$ cat config.mk
export PLATFORM = sky130hd
export DESIGN_NAME = rts_timer
export DESIGN_NICKNAME = d
export VERILOG_FILES = /design/src/rts_pkg.sv /design/src/rts_tick_gen.sv /design/src/rts_timer.sv
export VERILOG_INCLUDE_DIRS = /design/src
export SDC_FILE = /design/constraint.sdc
export NUM_CORES = 1
export LEC_CHECK = 0
export ABC_AREA = 1
export BUFFER_PORTS_ARGS = -buffer_cell sky130_fd_sc_hd__buf_2
export CAP_MARGIN = 30
export CORE_AREA = 2 2 108 110
export CTS_BUF_LIST = sky130_fd_sc_hd__clkbuf_4 sky130_fd_sc_hd__clkbuf_8 sky130_fd_sc_hd__clkbuf_16
export CTS_CLUSTER_SIZE = 24
export DETAILED_ROUTE_END_ITERATION = 16
export DIE_AREA = 0 0 110 112
export HOLD_SLACK_MARGIN = 0.05
export PLACE_DENSITY = 0.73
export SETUP_SLACK_MARGIN = 0.5
export SYNTH_ARGS = -nofsm -noshare
export SYNTH_HDL_FRONTEND = slang
export SYNTH_SLANG_ARGS = --single-unit
$ cat constraint.sdc
create_clock -name clk_sys_i -period 3.5 [get_ports clk_sys_i]
set_clock_uncertainty 0.2 [all_clocks]
set_input_delay 0.7 -clock clk_sys_i [delete_from_list [all_inputs] [get_ports clk_sys_i]]
set_output_delay 0.7 -clock clk_sys_i [all_outputs]
set_load 0.03 [all_outputs]
$ cat src/rts_cfg.svh
/*
  Constants of the reader timer slice: register indices, field positions,
  reset values and clock rates.
  Assumes it is included by its bare name wherever these names are needed.
*/
`ifndef RTS_CFG_SVH
`define RTS_CFG_SVH

// ****************************************************************
// Register indices (byte address is four times the index)
// ****************************************************************
`define RTS_IDX_TA_CNT_HI 6'h12
`define RTS_IDX_TA_CNT_LO 6'h13
`define RTS_IDX_TB_CTRL 6'h14
`define RTS_IDX_TB_RLD_HI 6'h15
`define RTS_IDX_TB_RLD_LO 6'h16
`define RTS_IDX_TB_CNT_HI 6'h17
`define RTS_IDX_TB_CNT_LO 6'h18
`define RTS_IDX_RUN_CTRL 6'h20
`define RTS_IDX_IRQ_STS 6'h21
`define RTS_IDX_IRQ_MASK 6'h22

// ****************************************************************
// Field positions
// ****************************************************************
`define RTS_CTRL_STOPRX_BIT 7
`define RTS_CTRL_START_LSB 4
`define RTS_CTRL_AR_BIT 3
`define RTS_CTRL_CLK_LSB 0
`define RTS_CTRL_WMASK 8'hbb
`define RTS_RUN_RUN_BIT 5
`define RTS_RUN_MASK_BIT 1
`define RTS_STS_UF_BIT 0
`define RTS_STS_TRIM_BIT 1
`define RTS_STS_RXSTOP_BIT 2

// ****************************************************************
// Reset values
// ****************************************************************
`define RTS_CTRL_RST 8'h00
`define RTS_RLD_RST 16'h0000
`define RTS_MASK_RST 3'h0

// ****************************************************************
// Clock rates in kHz, slow source divider
// ****************************************************************
`define RTS_SYS_KHZ 25000
`define RTS_FC_KHZ 13560
`define RTS_SLOW_DIV 64

`endif

$ cat src/rts_pkg.sv
/*
  Types of the reader timer slice.
  Assumes nothing beyond a SystemVerilog compiler.
*/
package rts_pkg;

  typedef enum logic [1:0] {
    RTS_ST_IDLE = 2'b00,
    RTS_ST_RUN = 2'b01
  } rts_state_e;

  typedef enum logic [1:0] {
    RTS_START_NONE = 2'b00,
    RTS_START_TX_END = 2'b01,
    RTS_START_TRIM = 2'b10,
    RTS_START_TRIM_UF = 2'b11
  } rts_start_e;

  typedef enum logic [1:0] {
    RTS_CLK_FC = 2'b00,
    RTS_CLK_SLOW = 2'b01,
    RTS_CLK_TA_UF = 2'b10,
    RTS_CLK_TC_UF = 2'b11
  } rts_clk_sel_e;

endpackage

$ cat src/rts_tick_gen.sv
/*
  Tick generator: one-cycle enables at the carrier rate and at the
  carrier rate divided down, both made from the system clock.
  Assumes a system clock faster than the carrier rate.
*/
`timescale 1ns/10ps
`include "rts_cfg.svh"

module rts_tick_gen
  import rts_pkg::*;
#(
  parameter logic [15:0] SYS_KHZ = 16'(`RTS_SYS_KHZ),
  parameter logic [15:0] FC_KHZ = 16'(`RTS_FC_KHZ),
  parameter int SLOW_DIV = `RTS_SLOW_DIV
) (
  input wire logic clk_sys_i,
  input wire logic rst_n_i,
  output logic tick_fc_o,
  output logic tick_slow_o
);

  localparam int DW = $clog2(SLOW_DIV);

  logic [15:0] acc_q;
  logic [DW-1:0] div_q;
  logic [16:0] acc_sum;
  logic acc_wrap;

  // Fractional accumulator: the average tick rate is exact, jitter is
  // one system clock, which a count clock source tolerates.
  assign acc_sum = {1'b0, acc_q} + {1'b0, FC_KHZ};
  assign acc_wrap = acc_sum >= {1'b0, SYS_KHZ};

  always_ff @(posedge clk_sys_i) begin
    if (!rst_n_i) begin
      acc_q <= 16'h0000;
      tick_fc_o <= 1'b0;
    end else begin
      acc_q <= acc_wrap ? 16'(acc_sum - {1'b0, SYS_KHZ}) : acc_sum[15:0];
      tick_fc_o <= acc_wrap;
    end
  end

  always_ff @(posedge clk_sys_i) begin
    if (!rst_n_i) begin
      div_q <= '0;
      tick_slow_o <= 1'b0;
    end else begin
      if (tick_fc_o) begin
        div_q <= DW'(div_q + 1'b1);
      end
      tick_slow_o <= tick_fc_o && (div_q == DW'(SLOW_DIV - 1));
    end
  end

endmodule

$ cat src/rts_timer.sv
/*
  Reader timer slice: readback of the first timer's count and the whole
  second timer with its control, reload, count, run control and interrupt.
  Assumes an Avalon-MM master on the system clock, and event pulses from
  the rest of the unit that are synchronous one-cycle pulses.
*/
// Added by the designer: the Avalon-MM slave port.
`timescale 1ns/10ps
`include "rts_cfg.svh"

// How it works
// - First timer count readable as high byte then low byte, read only.
// - Second timer count high byte readable; software avoids it in reception.
// - Stop-on-receive set stops the timer after four received bits.
// - Stop-on-receive is ignored while a trimming start mode is chosen.
// - Start mode 00b starts only on a host run write; 01b also starts at end of transmission.
// - Modes 10b, 11b trim: oscillator edge starts/stops; 11b allows underflow.
// - Outside mode 10b (holds at zero), auto-restart reloads at zero and goes on; otherwise stops at zero.
// - Every underflow sets the timer interrupt request flag.
// - Clock select picks carrier, carrier/64, first or third timer underflow.
// - Each start loads the counter from the two reload bytes.
// - Reload writes leave a running count alone until the next start or auto-restart reload.
// - A host write changes the running bit only with its write-mask bit set.
module rts_timer
  import rts_pkg::*;
#(
  parameter int CNT_W = 16,
  parameter int STS_W = 3
) (
  input wire logic clk_sys_i,
  input wire logic rst_n_i,
  input wire logic [7:0] avs_address_i,
  input wire logic avs_read_i,
  input wire logic avs_write_i,
  input wire logic [31:0] avs_writedata_i,
  input wire logic [3:0] avs_byteenable_i,
  output logic [31:0] avs_readdata_o,
  output logic avs_waitrequest_o,
  input wire logic [15:0] timer_a_count_i,
  input wire logic timer_a_underflow_i,
  input wire logic timer_c_underflow_i,
  input wire logic tx_end_i,
  input wire logic rx_first_bits_i,
  input wire logic low_freq_osc_edge_i,
  output logic timer_b_running_o,
  output logic timer_b_underflow_o,
  output logic irq_o
);

  // ****************************************************************
  // Declarations
  // ****************************************************************
  logic wait_q;
  logic [31:0] rdata_q;
  logic [7:0] ctl_q;
  logic [7:0] ctl_d;
  logic [7:0] rld_hi_q;
  logic [7:0] rld_lo_q;
  logic [STS_W-1:0] mask_q;
  logic [STS_W-1:0] sts_q;
  logic [STS_W-1:0] sts_d;
  logic [STS_W-1:0] sts_set;
  logic [STS_W-1:0] sts_clr;
  logic irq_q;
  logic run_q;
  logic uf_q;
  rts_state_e st_q;
  rts_state_e st_d;
  logic [CNT_W-1:0] cnt_q;
  logic [CNT_W-1:0] cnt_d;
  logic uf_d;
  logic trim_done_d;
  logic rx_stop_d;

  logic tick_fc;
  logic tick_slow;

  logic [5:0] reg_idx;
  logic req;
  logic acc_go;
  logic wr_go;
  logic rd_go;
  logic [7:0] wdat;
  logic hit_ta_hi;
  logic hit_ta_lo;
  logic hit_ctl;
  logic hit_rld_hi;
  logic hit_rld_lo;
  logic hit_tb_hi;
  logic hit_tb_lo;
  logic hit_run;
  logic hit_sts;
  logic hit_mask;
  logic [7:0] rd_byte;
  logic [7:0] run_byte;

  logic stop_rx_en;
  rts_start_e start_mode;
  rts_clk_sel_e clk_sel;
  logic auto_restart;
  logic trim_mode;
  logic [CNT_W-1:0] reload_val;
  logic host_run_wr;
  logic host_run_val;
  logic rx_stop;
  logic auto_start;
  logic lfo_hit;
  logic tick;
  logic at_zero;

  // ****************************************************************
  // Count clock sources
  // ****************************************************************
  rts_tick_gen u_tick (
    .clk_sys_i(clk_sys_i),
    .rst_n_i(rst_n_i),
    .tick_fc_o(tick_fc),
    .tick_slow_o(tick_slow)
  );

  // ****************************************************************
  // Bus decode
  // ****************************************************************
  // Word aligned registers; the two low address bits are ignored.
  assign reg_idx = avs_address_i[7:2];
  assign req = avs_read_i | avs_write_i;
  assign acc_go = req & ~wait_q;
  assign wr_go = acc_go & avs_write_i & avs_byteenable_i[0];
  assign rd_go = acc_go & avs_read_i;
  assign wdat = avs_writedata_i[7:0];

  assign hit_ta_hi = reg_idx == `RTS_IDX_TA_CNT_HI;
  assign hit_ta_lo = reg_idx == `RTS_IDX_TA_CNT_LO;
  assign hit_ctl = reg_idx == `RTS_IDX_TB_CTRL;
  assign hit_rld_hi = reg_idx == `RTS_IDX_TB_RLD_HI;
  assign hit_rld_lo = reg_idx == `RTS_IDX_TB_RLD_LO;
  assign hit_tb_hi = reg_idx == `RTS_IDX_TB_CNT_HI;
  assign hit_tb_lo = reg_idx == `RTS_IDX_TB_CNT_LO;
  assign hit_run = reg_idx == `RTS_IDX_RUN_CTRL;
  assign hit_sts = reg_idx == `RTS_IDX_IRQ_STS;
  assign hit_mask = reg_idx == `RTS_IDX_IRQ_MASK;

  // Run control reads back only the running bit, at its write position.
  assign run_byte = 8'(run_q) << `RTS_RUN_RUN_BIT;

  // Count bytes are live values; during reception they may be stale.
  assign rd_byte =
    hit_ta_hi ? timer_a_count_i[15:8] :
    hit_ta_lo ? timer_a_count_i[7:0] :
    hit_ctl ? ctl_q :
    hit_rld_hi ? rld_hi_q :
    hit_rld_lo ? rld_lo_q :
    hit_tb_hi ? cnt_q[15:8] :
    hit_tb_lo ? cnt_q[7:0] :
    hit_run ? run_byte :
    hit_sts ? 8'(sts_q) :
    hit_mask ? 8'(mask_q) :
    8'h00;

  // ****************************************************************
  // Bus handshake
  // ****************************************************************
  // Waitrequest drops for one cycle after a request is seen, so every
  // access completes at the second edge of the request.
  always_ff @(posedge clk_sys_i) begin
    if (!rst_n_i) begin
      wait_q <= 1'b1;
      rdata_q <= 32'h0000_0000;
    end else begin
      wait_q <= ~(req & wait_q);
      if (req && wait_q) begin
        rdata_q <= {24'h00_0000, rd_byte};
      end
    end
  end

  // ****************************************************************
  // Control and reload registers
  // ****************************************************************
  // Reserved bits 6 and 2 are dropped so that they always read as zero.
  assign ctl_d = wdat & `RTS_CTRL_WMASK;

  always_ff @(posedge clk_sys_i) begin
    if (!rst_n_i) begin
      ctl_q <= `RTS_CTRL_RST;
      rld_hi_q <= 8'(`RTS_RLD_RST >> 8);
      rld_lo_q <= 8'(`RTS_RLD_RST);
      mask_q <= `RTS_MASK_RST;
    end else begin
      if (wr_go && hit_ctl) begin
        ctl_q <= ctl_d;
      end
      if (wr_go && hit_rld_hi) begin
        rld_hi_q <= wdat;
      end
      if (wr_go && hit_rld_lo) begin
        rld_lo_q <= wdat;
      end
      if (wr_go && hit_mask) begin
        mask_q <= wdat[STS_W-1:0];
      end
    end
  end

  // ****************************************************************
  // Control fields and events
  // ****************************************************************
  assign stop_rx_en = ctl_q[`RTS_CTRL_STOPRX_BIT];
  assign start_mode = rts_start_e'(ctl_q[`RTS_CTRL_START_LSB +: 2]);
  assign auto_restart = ctl_q[`RTS_CTRL_AR_BIT];
  assign clk_sel = rts_clk_sel_e'(ctl_q[`RTS_CTRL_CLK_LSB +: 2]);
  assign trim_mode = start_mode[1];
  assign reload_val = {rld_hi_q, rld_lo_q};

  // A run write without its mask bit leaves the timer as it is.
  assign host_run_wr = wr_go & hit_run & wdat[`RTS_RUN_MASK_BIT];
  assign host_run_val = wdat[`RTS_RUN_RUN_BIT];
  assign rx_stop = stop_rx_en & ~trim_mode & rx_first_bits_i;
  assign auto_start = (start_mode == RTS_START_TX_END) & tx_end_i;
  assign lfo_hit = trim_mode & low_freq_osc_edge_i;

  // Cascade sources are one-cycle underflow pulses of the sibling timers.
  assign tick =
    (clk_sel == RTS_CLK_FC) ? tick_fc :
    (clk_sel == RTS_CLK_SLOW) ? tick_slow :
    (clk_sel == RTS_CLK_TA_UF) ? timer_a_underflow_i :
    timer_c_underflow_i;

  assign at_zero = cnt_q == '0;

  // ****************************************************************
  // Timer state machine
  // ****************************************************************
  // Priority: host run write, then stop events, then start events, then
  // the count tick, so a stop never loses to a tick in the same cycle.
  // Limitation: a zero reload with auto-restart underflows on every tick,
  // so the cascade output may then stay high for several cycles.
  always_comb begin
    st_d = st_q;
    cnt_d = cnt_q;
    uf_d = 1'b0;
    trim_done_d = 1'b0;
    rx_stop_d = 1'b0;
    case (st_q)
      RTS_ST_IDLE: begin
        if (host_run_wr) begin
          if (host_run_val) begin
            st_d = RTS_ST_RUN;
            cnt_d = reload_val;
          end
        end else if (auto_start || lfo_hit) begin
          st_d = RTS_ST_RUN;
          cnt_d = reload_val;
        end
      end
      RTS_ST_RUN: begin
        if (host_run_wr) begin
          if (host_run_val) begin
            cnt_d = reload_val;
          end else begin
            st_d = RTS_ST_IDLE;
          end
        end else if (rx_stop) begin
          st_d = RTS_ST_IDLE;
          rx_stop_d = 1'b1;
        end else if (lfo_hit) begin
          st_d = RTS_ST_IDLE;
          trim_done_d = 1'b1;
        end else if (auto_start) begin
          cnt_d = reload_val;
        end else if (tick) begin
          if (!at_zero) begin
            cnt_d = CNT_W'(cnt_q - 1'b1);
          end else if (start_mode == RTS_START_TRIM) begin
            // Trimming without underflow holds at zero until the edge.
            cnt_d = cnt_q;
          end else begin
            uf_d = 1'b1;
            if (auto_restart) begin
              cnt_d = reload_val;
            end else begin
              st_d = RTS_ST_IDLE;
            end
          end
        end
      end
      default: begin
        st_d = RTS_ST_IDLE;
      end
    endcase
  end

  always_ff @(posedge clk_sys_i) begin
    if (!rst_n_i) begin
      st_q <= RTS_ST_IDLE;
      cnt_q <= '0;
      run_q <= 1'b0;
      uf_q <= 1'b0;
    end else begin
      st_q <= st_d;
      cnt_q <= cnt_d;
      run_q <= st_d == RTS_ST_RUN;
      uf_q <= uf_d;
    end
  end

  // ****************************************************************
  // Interrupt status
  // ****************************************************************
  // The interrupt is taken from the next status, so it rises with the flag.
  assign sts_set[`RTS_STS_UF_BIT] = uf_d;
  assign sts_set[`RTS_STS_TRIM_BIT] = trim_done_d;
  assign sts_set[`RTS_STS_RXSTOP_BIT] = rx_stop_d;

  // Only bits already returned to software are cleared, so an event
  // landing between data capture and completion is not lost.
  assign sts_clr = (rd_go && hit_sts) ? rdata_q[STS_W-1:0] : '0;

  genvar gi;
  generate
    for (gi = 0; gi < STS_W; gi++) begin : g_sts
      assign sts_d[gi] = sts_set[gi] | (sts_q[gi] & ~sts_clr[gi]);
    end
  endgenerate

  always_ff @(posedge clk_sys_i) begin
    if (!rst_n_i) begin
      sts_q <= '0;
      irq_q <= 1'b0;
    end else begin
      sts_q <= sts_d;
      irq_q <= |(sts_d & mask_q);
    end
  end

  // ****************************************************************
  // Outputs
  // ****************************************************************
  assign avs_readdata_o = rdata_q;
  assign avs_waitrequest_o = wait_q;
  assign timer_b_running_o = run_q;
  assign timer_b_underflow_o = uf_q;
  assign irq_o = irq_q;

endmodule

Word level (Yosys, flattened, before mapping) --
Index checks and enable logic that the tools add are counted. W data, S select, Z words.
Storage, ports and cells: input bits 69, register bits 82, memories 0, output and inout bits 36, latch bits 0, word-level logic and storage cells 138, memory bits (read-only) 0, memory bits (writable) 0
Operators by class: eq/ne operators 23, shift-type cells 0, $add $sub $neg 4, reductions and logical operators 14, div/mod/pow operators 0, magnitude comparators 1, mux-type cells 55, multipliers 0, bitwise logic cells 25
Operators by type and width (count):
- $mux W16 | 12
- $mux W8 | 7
- $eq A6 B5 Y1 const B | 7
- $pmux W16 S2 | 1
- $eq A6 B6 Y1 const B | 4
- $mux W2 | 12
- $mux W1 | 18
- $add A16 B14 Y17 const B | 1
- $ge A17 B15 Y1 const B | 1
- $logic_not A16 Y1 | 1
- $sub A16 B1 Y16 const B | 1
- $sub A16 B15 Y16 const B | 1
- $and A1 B1 Y1 | 14
- $ne A5 B5 Y1 const B | 2
- $mux W3 | 3
- $ne A3 B3 Y1 const B | 3
- $eq A2 B1 Y1 const B | 4
- $logic_and A1 B1 Y1 | 7
- $reduce_and A7 Y1 | 1
- $add A6 B1 Y6 const B | 1
- $mux W6 | 1
- $not A1 Y1 | 6
- $eq A2 B2 Y1 const B | 2
- $logic_not A2 Y1 | 2
- other kinds (7) | 10

Longest topological paths before layout --
depth in word-level cells 13, mapped depth 15, depth with buffers taken out 15

Modules after synthesis --
Synthesis repeated with hierarchy kept, for this count alone.
Unflattened totals: cell total of the unflattened synthesis 899, area total of the unflattened synthesis 5447.7 um^2
By module, submodules not included:
- rts_timer | area each 3943.8 um^2, seq. area each 1161.1 um^2, times used 1, cells an instance 663
- rts_tick_gen | area each 1503.9 um^2, seq. area each 420.4 um^2, times used 1, cells an instance 236

Least setup slack after synthesis --
No wires, ideal clock.
kind input to register, start point input avs_address_i[6], end point register cnt_q[0], library setup time 0.113 ns, buffers on the path 1, stages 13, required time 3.187 ns, data arrival time 1.892 ns, path slack 1.296 ns, cell sequence inv_1 -> nand2_1 -> nor2_1 -> nand2_1 -> nor3_2 -> o21ai_1 -> nand2_1 -> nand3_2 -> inv_2 -> buf_6 -> nand2_1 -> nand2_1 -> nor2_1
Between the ends: word-level cells in the longest chain between the ends 5, elaborated cells between the ends (all ways) 13, those cells by class eq/ne: 7; mux: 3; bitwise: 2; reduce/logical: 1
Ends and longest elaborated chain:
- from (decl) | RTL line rts_timer.sv:32 | input wire logic [7:0] avs_address_i,
- $eq A6 B6 Y1 (no source line) *
- $and A1 B1 Y1 * (2 in a row) | RTL line rts_timer.sv:216 | assign host_run_wr = wr_go & hit_run & wdat[`RTS_RUN_MASK_BIT];
- $ne A5 B5 Y1 (no source line) (tied with other cells)
- $reduce_and A7 Y1 (no source line) / $pmux W16 S2 (equally long branches)
- to (signal assigned) | RTL line rts_timer.sv:301 | cnt_q <= cnt_d;
- to (decl) | RTL line rts_timer.sv:69 | logic [CNT_W-1:0] cnt_q;
Mark *: on every way between the ends. The rest lies on a longest branch, timed or not. A chain may end at the register's enable or synchronous reset.

Worst setup path after layout --
start point register cnt_q[0], end point register cnt_q[6]
Between the ends: word-level cells in the longest chain between the ends 8, elaborated cells between the ends (all ways) 12, those cells by class add/sub: 1; eq/ne: 2; mux: 7; reduce/logical: 2
Ends and longest elaborated chain:
- $sub A16 B1 Y16 / $logic_not A16 Y1 (equally long branches) | RTL line rts_timer.sv:273, rts_timer.sv:229
- $mux W16 | RTL line rts_timer.sv:272 | if (!at_zero) begin
- $mux W16 | RTL line rts_timer.sv:271 | end else if (tick) begin
- $mux W16 | RTL line rts_timer.sv:269 | end else if (auto_start) begin
- $mux W16 | RTL line rts_timer.sv:266 | end else if (lfo_hit) begin
- $mux W16 | RTL line rts_timer.sv:263 | end else if (rx_stop) begin
- $mux W16 | RTL line rts_timer.sv:257 | if (host_run_wr) begin
- $pmux W16 S2 | RTL line rts_timer.sv:244 | case (st_q)
Several ways; a longest one is shown, not always the timed one. The select of a mux whose other input is x is not followed.

==> flow_summary.ini <==
[pwr]
clkPwrFrac = 0.285
total_leakage_power_nw = 2.60
seqPwrFrac = 0.314
internal_power_mw = 2.03
p_sw_mw = 1.40
powerDensity_nw_per_um2 = 595
total_power_mw = 3.44
ir_worst_vdd_uv = 420
switching_share = 0.408
comb_power_share = 0.401

[timing]
fin_tns_setup_ps = 0
period_needed_ps = 2640
hold_viol = 0
setup_viol = 0
slew_headroom = 0.550
tightest_slew_ps = 670
slew_violations = 0
fmax_mhz = 379
rsz0062_at_grt = false
min_period_over_period = 0.753
final.setup.worst_slack_ps = 863

[worst_setup_path]
end_kind = flop
path_max_fanout = 11
reg2reg_setup_slack_ps = 860
cp_top_family = simple AND/OR/NAND/NOR gates
path_class = reg -> reg
worstPathArrival_ps = 2680
critical-path-max-stage-delay_ps = 380
cp.required_ps = 3540
worst_setup_path_start_kind = flop
cp_slowest_cell = nand4_1
crit_top_cell = nand2_1
cp_cell_sequence = inv_1 > ha_1 > nand3_1 > nor3_1 > nand3_1 > nand4_1 > nand2_1 > o22ai_1 > nand2_1 > nand2_1 > nor2_1
worst-path-buf-inv = 1

[floorplan]
dieArea_um2 = 12300
initial_core_util = 0.467
row_count = 39
die_height_um = 112
die_w_um = 110
ios = 105
core_region_area_um2 = 11200

[logic_synthesis]
yosys-top-cells-area = dfxtp_1 (30%), nand2_1 (12%), inv_1 (7.1%), nand3_1 (6.8%), a21oi_1 (6.0%)
synth_edf_count = 0
synth_most_common_cell = nand2_1
synth_ff_type = dfxtp_1
synth_common_cells = nand2_1 (170), inv_1 (98), nor2_1 (83)
postSynthCellCount = 798
ys_types = 42
synthArstFlopShare = 0
post_synth.cell_area_avg_um2 = 6.53
synth_area_um2 = 5210
ys_seq_area_frac = 0.303
yosys_warnings = 0
synth_top_area_share = 0.303
synth-seq-cells = 79
synth_top_area_cell = dfxtp_1

[final_layout]
nNetsFinal = 921
syn2layout_area_growth_pct = 10.8
regArea_um2 = 1580
fillCellCount = 1144
n_antenna_cell = 0
drive_gt1_frac = 0.157
multi_input_area_um2 = 3030

[cts]
cts_root_buf = clkbuf_16
cts.path.max_buffers = 2
numCtsBuffers = 9
cts_resized = 0
cts_setup_buffers = 0
postCtsHoldBufs = 0
tritoncts = built
worstSkewPairLatency_ps = 350
clkTransAtPathRegs_ps = 60
htree_levels = 3
cts_sinks = 79

[worst_hold_path]
min_path_type = reg -> reg

[routing]
drtPass1Iterations = 5
routed_wl_um = 13900
vias = 5174
ant_nets = 0
post_drt_via_cell_ratio = 5.21
wl_per_cell_um = 14.0
drt_iter0_drc = 469
drc = 0

[placement]
port_buffers = 51
place_ws_ps = 715
place_congestion = 0.964
dp_hpwl_um = 10600

[global_route]
grt_antenna_before_repair = 0
grt_max_degree = 42
grt_pass1_vias = 4534
grt_overflow = 0
grt_pass1_wl_um = 22500
grt_usage = 0.233

[job]
maxCapViolations = 0

[status]
status = finished, final reports clean
==> flip-flops by register name, summed over array words and instances (netlist names) <==
name,count
cnt_q,16
st_q,2
u_tick.div_q,6
timer_b_running_o,1
u_tick.tick_fc_o,1
u_tick.acc_q,13
avs_readdata_o,8
mask_q,3
sts_q,3
ctl_q,6
timer_b_underflow_o,1
rld_lo_q,8
u_tick.tick_slow_o,1
avs_waitrequest_o,1
irq_o,1
rld_hi_q,8
==> cell families after synthesis <==
logic type | Yosys count | synth area share
AND/OR/NAND/NOR | 393 | 0.346
AO/OA/AOI/OAI | 154 | 0.172
buffers and inverters | 147 | 0.133
flip-flops | 79 | 0.303
XOR/XNOR | 17 | 0.0286
adder cells (fa/ha/maj) | 6 | 0.0144
other | 1 | 0.000719
multiplexers | 1 | 0.00192
==> area by class of cell <==
| class | instances | area share |
|---|---|---|
| clock buffers | 10 | 0.0414 |
| clock inverters | 6 | 0.0117 |
| inverters | 104 | 0.0676 |
| multi-input cells | 596 | 0.524 |
| flip-flops and latches | 79 | 0.274 |
| well taps | 143 | 0.0310 |
| repair buffers | 56 | 0.0507 |
==> worst paths after layout <==
check | to | start | depth (start not counted)
setup / recovery | cnt_q[6] | cnt_q[0] | 11
hold reg to reg | u_tick.tick_slow_o | u_tick.div_q[5] | 2
hold / removal | u_tick.tick_slow_o | u_tick.div_q[5] | 2
setup reg to reg | cnt_q[6] | cnt_q[0] | 11
==> cell usage in the layout, fill, tap and decap left out, drive strengths merged, types with 2 or more instances in the layout <==
| cell | count |
|---|---|
| o21ai | 48 |
| nor3 | 10 |
| clkinv | 2 |
| clkinvlp | 2 |
| clkbuf | 10 |
| nor4 | 2 |
| o22ai | 17 |
| ha | 6 |
| inv | 105 |
| o31ai | 2 |
| o211ai | 6 |
| nor2 | 96 |
| xor2 | 16 |
| buf | 56 |
| dfxtp | 79 |
| nand4 | 11 |
| a21oi | 74 |
| nand3 | 79 |
| or2 | 2 |
| nand2 | 192 |
| conb | 25 |
| o2111ai | 5 |
==> per-stage QoR <==
stage | util | hold slack, ps | instance area, um2 | cells
finish | 0.517 | 261 | 5780 | 994
global route | 0.517 | 289 | 5780 | 994
CTS | 0.517 | 260 | 5780 | 994
detailed placement | 0.490 | 251 | 5470 | 978
global placement | 0.490 | 237 | 5470 | 978
floorplan | - | 227 | 5300 | 822
==> per-layer routing <==
metal	track usage	vias to the layer above	share of wire
met1	0.339	2301	0.47
met5	0	-	0
met2	0.346	198	0.44
met3	0.0392	27	0.072
li1	-	2648	-
met4	0.0802	0	0.021
==> worst reg2reg max path, stage by stage, from the launching register on <==
cell     delay [ps]
dfxtp_1         370
inv_1           120
ha_1            160
nand3_1          80
nor3_1          240
nand3_1         220
nand4_1         380
nand2_1         310
o22ai_1         270
nand2_1          80
nand2_1          60
nor2_1           40
==> power groups by stage <==
stage | clock network (mW) | logic, mW | registers [mW]
finish | 0.979 | 1.38 | 1.08
global route | 1.03 | 1.56 | 1.09
CTS | 0.989 | 1.38 | 1.08
detailed placement | 0 | 1.37 | 1.10
global placement | 0 | 1.35 | 1.10
floorplan | 0 | 1.27 | 1.07
Note: power is estimated with default switching activity, not from simulation.
